[src/ifd_pkg.sv]
// Behaviour
// - register operand is seven-bit file address
// - target bit zero accumulator, one file
// - bit field picks one of eight bits
// - don't-care instruction bits never change decoding
// - plain instruction finishes in one cycle
// - skip or jump adds idle second cycle
// - instruction cycle is four oscillator periods
// - literal group carries eight-bit immediate
// - call and jump: 3-bit opcode, 11-bit target
package ifd_pkg;
  localparam int IW = 14;
  localparam int FILE_MSB = 6;
  localparam int TGT_BIT = 7;
  localparam int BITNO_MSB = 9;
  localparam int BITNO_LSB = 7;
  localparam int LIT8_MSB = 7;
  localparam int LIT11_MSB = 10;
  localparam int OPC_MSB = 13;
  localparam int OPC_GRP_LSB = 12;
  localparam int BYTE_OPC_LSB = 8;
  localparam int BIT_OPC_LSB = 10;
  localparam int LONG_OPC_LSB = 11;
  localparam int OSC_PER_CYC = 4;
  localparam logic [1:0] GRP_BYTE = 2'h0;
  localparam logic [1:0] GRP_BIT = 2'h1;
  localparam logic [1:0] GRP_LONG = 2'h2;
  localparam logic [1:0] GRP_LIT = 2'h3;
  localparam logic [2:0] LONG_OPC_CALL = 3'h4;
  localparam logic [2:0] LONG_OPC_JUMP = 3'h5;
  localparam logic [1:0] PHASE_LAST = 2'h3;
  typedef enum logic [1:0] {
    IFD_FMT_BYTE = 2'b00,
    IFD_FMT_BIT = 2'b01,
    IFD_FMT_LIT = 2'b10,
    IFD_FMT_LONG = 2'b11
  } ifd_fmt_t;
endpackage

[src/ifd_decoder.sv]
`timescale 1ns/1ps
module ifd_decoder
  import ifd_pkg::*;
(
  input wire logic i_ref_clk,
  input wire logic i_rstn,
  input wire logic [IW-1:0] i_instr,
  input wire logic i_test_true,
  input wire logic i_pc_change,
  output logic o_fetch,
  output logic o_cycle_end,
  output logic [1:0] o_phase,
  output logic o_idle_cycle,
  output ifd_fmt_t o_format,
  output logic [FILE_MSB:0] o_file_addr,
  output logic o_dest_file,
  output logic [BITNO_MSB-BITNO_LSB:0] o_bit_num,
  output logic [7:0] o_bit_mask,
  output logic [LIT8_MSB:0] o_lit8,
  output logic [LIT11_MSB:0] o_lit11,
  output logic o_is_call,
  output logic o_is_jump_absolute,
  output logic [OPC_MSB-BYTE_OPC_LSB:0] o_opcode
);
  typedef enum logic [0:0] {
    IFD_ST_EXEC = 1'b0,
    IFD_ST_IDLE = 1'b1
  } ifd_state_t;

  logic cyc_end;
  ifd_state_t state_reg;
  ifd_state_t state_next;
  ifd_fmt_t fmt_reg;
  ifd_fmt_t fmt_next;
  logic [FILE_MSB:0] file_reg;
  logic [FILE_MSB:0] file_next;
  logic dest_reg;
  logic dest_next;
  logic [2:0] bitn_reg;
  logic [2:0] bitn_next;
  logic [LIT8_MSB:0] lit8_reg;
  logic [LIT8_MSB:0] lit8_next;
  logic [LIT11_MSB:0] lit11_reg;
  logic [LIT11_MSB:0] lit11_next;
  logic call_reg;
  logic call_next;
  logic jmp_reg;
  logic jmp_next;
  logic [5:0] opc_reg;
  logic [5:0] opc_next;
  logic [7:0] mask_reg;
  logic [7:0] mask_next;

  ifd_phase_gen u_phase (
    .i_ref_clk(i_ref_clk),
    .i_rstn(i_rstn),
    .o_phase(o_phase),
    .o_cycle_end(cyc_end)
  );

  function automatic ifd_fmt_t fmt_of(input logic [IW-1:0] w);
    unique case (w[OPC_MSB:OPC_GRP_LSB])
      GRP_BYTE: fmt_of = IFD_FMT_BYTE;
      GRP_BIT: fmt_of = IFD_FMT_BIT;
      GRP_LONG: fmt_of = IFD_FMT_LONG;
      GRP_LIT: fmt_of = IFD_FMT_LIT;
    endcase
  endfunction

  // ----------------------------------------
  // field capture and cycle sequencing
  // ----------------------------------------
  always_comb
  begin
    state_next = state_reg;
    fmt_next = fmt_reg;
    file_next = file_reg;
    dest_next = dest_reg;
    bitn_next = bitn_reg;
    lit8_next = lit8_reg;
    lit11_next = lit11_reg;
    call_next = call_reg;
    jmp_next = jmp_reg;
    opc_next = opc_reg;
    mask_next = mask_reg;
    if (cyc_end)
    begin
      unique case (state_reg)
        IFD_ST_EXEC:
        begin
          // two cycles when skip taken or pc altered
          if (i_test_true || i_pc_change)
            state_next = IFD_ST_IDLE;
          else
            state_next = IFD_ST_EXEC;
          fmt_next = fmt_of(i_instr);
          file_next = i_instr[FILE_MSB:0];
          dest_next = i_instr[TGT_BIT];
          bitn_next = i_instr[BITNO_MSB:BITNO_LSB];
          mask_next = 8'h01 << i_instr[BITNO_MSB:BITNO_LSB];
          lit8_next = i_instr[LIT8_MSB:0];
          lit11_next = i_instr[LIT11_MSB:0];
          call_next = (i_instr[OPC_MSB:LONG_OPC_LSB] == LONG_OPC_CALL);
          jmp_next = (i_instr[OPC_MSB:LONG_OPC_LSB] == LONG_OPC_JUMP);
          // opcode keeps only format-defined bits; x bits not inspected
          unique case (fmt_of(i_instr))
            IFD_FMT_BIT: opc_next = {2'h0, i_instr[OPC_MSB:BIT_OPC_LSB]};
            IFD_FMT_LONG: opc_next = {3'h0, i_instr[OPC_MSB:LONG_OPC_LSB]};
            IFD_FMT_BYTE, IFD_FMT_LIT: opc_next = i_instr[OPC_MSB:BYTE_OPC_LSB];
          endcase
        end
        IFD_ST_IDLE:
          state_next = IFD_ST_EXEC;
      endcase
    end
  end

  always_ff @(posedge i_ref_clk)
  begin
    if (!i_rstn)
    begin
      state_reg <= IFD_ST_EXEC;
      fmt_reg <= IFD_FMT_BYTE;
      file_reg <= '0;
      dest_reg <= 1'b0;
      bitn_reg <= 3'h0;
      lit8_reg <= '0;
      lit11_reg <= '0;
      call_reg <= 1'b0;
      jmp_reg <= 1'b0;
      opc_reg <= 6'h00;
      mask_reg <= '0;
    end
    else
    begin
      state_reg <= state_next;
      fmt_reg <= fmt_next;
      file_reg <= file_next;
      dest_reg <= dest_next;
      bitn_reg <= bitn_next;
      lit8_reg <= lit8_next;
      lit11_reg <= lit11_next;
      call_reg <= call_next;
      jmp_reg <= jmp_next;
      opc_reg <= opc_next;
      mask_reg <= mask_next;
    end
  end

  // ----------------------------------------
  // outputs
  // ----------------------------------------
  assign o_cycle_end = cyc_end;
  assign o_fetch = cyc_end && (state_reg == IFD_ST_EXEC);
  assign o_idle_cycle = (state_reg == IFD_ST_IDLE);
  assign o_format = fmt_reg;
  assign o_file_addr = file_reg;
  assign o_dest_file = dest_reg;
  assign o_bit_num = bitn_reg;
  assign o_bit_mask = mask_reg;
  assign o_lit8 = lit8_reg;
  assign o_lit11 = lit11_reg;
  assign o_is_call = call_reg;
  assign o_is_jump_absolute = jmp_reg;
  assign o_opcode = opc_reg;
endmodule

[src/ifd_phase_gen.sv]
`timescale 1ns/1ps
module ifd_phase_gen
  import ifd_pkg::*;
(
  input wire logic i_ref_clk,
  input wire logic i_rstn,
  output logic [1:0] o_phase,
  output logic o_cycle_end
);
  logic [1:0] phase_reg;
  logic [1:0] phase_next;

  // ----------------------------------------
  // four oscillator periods per cycle
  // ----------------------------------------
  always_comb
  begin
    phase_next = phase_reg + 2'h1;
  end

  always_ff @(posedge i_ref_clk)
  begin
    if (!i_rstn)
      phase_reg <= 2'h0;
    else
      phase_reg <= phase_next;
  end

  assign o_phase = phase_reg;
  assign o_cycle_end = (phase_reg == PHASE_LAST);
endmodule

[config.mk]
export PLATFORM = sky130hd
export DESIGN_NAME = ifd_decoder
export DESIGN_NICKNAME = d
export VERILOG_FILES = /design/src/ifd_pkg.sv /design/src/ifd_decoder.sv /design/src/ifd_phase_gen.sv
export SDC_FILE = /design/constraint.sdc
export NUM_CORES = 1
export LEC_CHECK = 0
export ABC_AREA = 1
export ABC_CLOCK_PERIOD_IN_PS = 3000
export BUFFER_PORTS_ARGS = -buffer_cell sky130_fd_sc_hd__buf_2
export CAP_MARGIN = 40
export CORE_MARGIN = 2
export CORE_UTILIZATION = 40
export CTS_CLUSTER_DIAMETER = 100
export DETAILED_ROUTE_END_ITERATION = 6
export PLACE_DENSITY = 0.72
export SYNTH_ARGS = -nofsm -noshare
export SYNTH_HDL_FRONTEND = slang
export SYNTH_SLANG_ARGS = --single-unit
[constraint.sdc]
create_clock -name i_ref_clk -period 3 [get_ports i_ref_clk]
set_clock_uncertainty 0.2 [all_clocks]
set_input_delay 0.15 -clock i_ref_clk [delete_from_list [all_inputs] [get_ports i_ref_clk]]
set_output_delay 0.15 -clock i_ref_clk [all_outputs]
set_load 0.03 [all_outputs]
==> summary.md <==
| Metric | Value |
|---|---|
| Outcome | completed |
| Syn Inst Count | approximately 200 |
| #FFs+latches synth | 31 |
| Number of global-route vias before repair | ~1200 |
| Max Freq | between 500 and 600 MHz |
| Final setup fails | 0 |
| Reg clk slew, reported paths | ~60 ps |
| Endpoints failing hold | 0 |
| Final #Nets | about 290 |
| Post-synth cell types | 20 |
| Worst R2R Setup Slack | 1250 ps |
| Post-synthesis mux area share | 0% |
| Fin Setup TNS | 0 ps |
| Post-Syn Area per Cell | 7.32 um2 |
| Pins Over Slew Limit | 0 |
| Crit start category | flip-flop |
| Worst rel slew slack | between 60% and 70% |
| Post-Synth Adder-Cell Area | between 5 and 6% |
| CP required | between 2000 and 3000 ps |
| Crit path DAT | about 1600 ps |
| DR vias/cell | 4.36 |
| First-pass GRT wire length | slightly above 5 mm |
| Commonest non-fill, non-tap cell in the layout | buf_2 |
| Worst VDD drop | about 0.24 mV |
| CTS root buffer | clkbuf_8 |
| Compound-gate portion of the synthesized area | a little over a tenth |
| Main combinational cell family by area after synthesis | simple AND/OR/NAND/NOR gates |
| Routability cong. | about 0.76 |
| Clk Latency, worst-skew pair | approximately 280 ps |
| Total setup buffers inserted after CTS | 0 |
| Die H | 65.1 um |
| Synth Net Count | 228 |
| Antenna violations before repair | 0 |
| Final worst path period share | between 60% and 70% |
| Layout cell share with drive strength beyond 1 | a little under a third |
| Crit path capture type | output port |
| Leakage power | roughly 0.001 uW |
| Most frequent cells in the layout | buf_2, nor2_1, nand2_1, dfxtp_1 |
| GR Util All Layers | about 16% |
| Crit Path Max Fanout | 28 |
| Rows | 22 |
| PwrDens | roughly 510 nW/um2 |
| Routed Antenna Nets | 0 |
| DPL Wire Length | 2.12 mm |
| Initial Util | between 40% and 50% |
| Slew of the pin with the lowest slew margin | just under 500 ps |
| Final min period | 1900 ps |
| Area grow syn2layout | 26.1% |
| Min-delay worst type | primary input to flip-flop |
| CTS sink count | 31 |
| Max cap viols | 0 |
| XOR/XNOR Fraction of Synth Area | 0% |
| CTS buffer count | 5 |
| # IOs | 71 |
| Synth Warn # | 0 |
| Avg WL per Cell | 9.79 um |
| Core area | about 3600 um2 |
| Die area | approximately 4200 um2 |
| Die width | roughly 65 um |
| Routed WL | between 3 and 4 mm |
| Port Buffers | 70 |
| RSZ-0062 raised after global routing | false |
| Pin count of the biggest net entering global routing | 30 |
| Cell Area, Synth | 1490 um2 |
| Hold slack | 3.78 ps |
| Register area share after synthesis | between 40% and 50% |
| PostCTS Resize Cnt | 0 |
| Initial DRT Pass Iterations | 5 |
| Total number of vias | roughly 1400 |
| Post-Synth Simple-Gate Area | 23.0% |
| H-tree Lvls | 2 |
| Initial detailed-routing violation count | 78 |
| TritonCTS clock tree | built |
| Remaining Overflow, GRT | 0 |
| Setup CP Type | flip-flop to output port |
| DRC | 0 |
| Clock buffer depth | 2 |
| Antenna diode count | 0 |
## logic make-up after synthesis
kind of cell,Yosys count
simple gates,87
buf+inv,49
compound gates,31
flops,31
fa+ha+maj,6
## Yosys cell counts
master     n  area (um2)
ha_1       6        75.1
inv_1     18        67.6
buf_2      1        5.00
nand2_1   34         128
buf_8      1        15.0
nand2_2    1        6.26
o21ai_0   18        90.1
a31oi_1    1        6.26
dfxtp_1   31         621
inv_2      2        7.51
buf_4     21         158
clkbuf_1   1        3.75
buf_6      3        33.8
clkinv_1   1        3.75
nor3_1     1        5.00
nor2_2     1        6.26
a21oi_1   12        60.1
nor2_1    41         154
nand3_1    9        45.0
buf_1      1        3.75
## flip-flops by register name, summed over array words and instances (netlist names)
| name | flops |
|---|---|
| o_lit11 | 2 |
| o_bit_num | 2 |
| u_phase.o_phase | 2 |
| o_is_jump_absolute | 1 |
| o_opcode | 5 |
| o_file_addr | 6 |
| o_is_call | 1 |
| o_lit8 | 1 |
| o_format | 2 |
| o_idle_cycle | 1 |
| o_bit_mask | 8 |
## routing by layer
metal / part of all wire [%] / up-vias / track usage (%)
met5: 0 / - / 0
met4: 0.81 / 0 / 5.47
met3: 6.0 / 3 / 6.16
met2: 47 / 36 / 24.9
met1: 46 / 600 / 19.4
li1: - / 729 / -
## layout make-up
type / count / area, um2
Timing Repair Buffer: 82 / 468
Tap cell: 48 / 60.1
Multi-Input combinational cell: 124 / 576
Inverter: 21 / 78.8
Sequential cell: 31 / 621
Clock buffer: 7 / 76.3
Fill cell: 387 / 1750
Clock inverter: 1 / 5.00
## stage by stage
step / instances / utilization [%] / worst slack (ps) / instance area (um2) / power [uW]
3_5_place_dp: 295 / 46.6 / 1390 / 1690 / 648
6_report: 314 / 51.9 / 1100 / 1880 / 954
5_1_grt: 314 / 51.9 / 937 / 1880 / 1010
2_1_floorplan: 204 / - / 1170 / 1490 / 613
3_3_place_gp: 295 / 46.6 / 1450 / 1690 / 646
4_1_cts: 314 / 51.9 / 1080 / 1880 / 965
## final timing paths
path	from	endpoint	depth (start not counted)
worst max-delay path	u_phase.o_phase[0]$_SDFF_PN0_	o_fetch	5
worst min-delay path	i_instr[9]	o_bit_mask[6]$_SDFFE_PN0P_	3
worst max register to register	u_phase.o_phase[0]$_SDFF_PN0_	o_idle_cycle$_SDFFE_PN0P_	6
worst min register to register	u_phase.o_phase[0]$_SDFF_PN0_	u_phase.o_phase[0]$_SDFF_PN0_	1
## timing repair
item / CTS / global route
endpoints found under the setup margin: 0 / 0
endpoints found under the hold margin: 10 / 0
hold buffers: 11 / 0
## power breakdown
group          total, uW  switching, uW  internal [uW]  leakage, uW
Combinational        205            140           65.1     0.000737
Clock                305            143            162    0.0000422
Sequential           443           11.9            431     0.000252
## worst max-delay path, cell delays in order, from the launching register on
cell	delay, ps
dfxtp_1	360
ha_1	220
inv_2	50
nor2_2	90
buf_4	290
buf_2	250
Power figures use the tool's default switching activity.
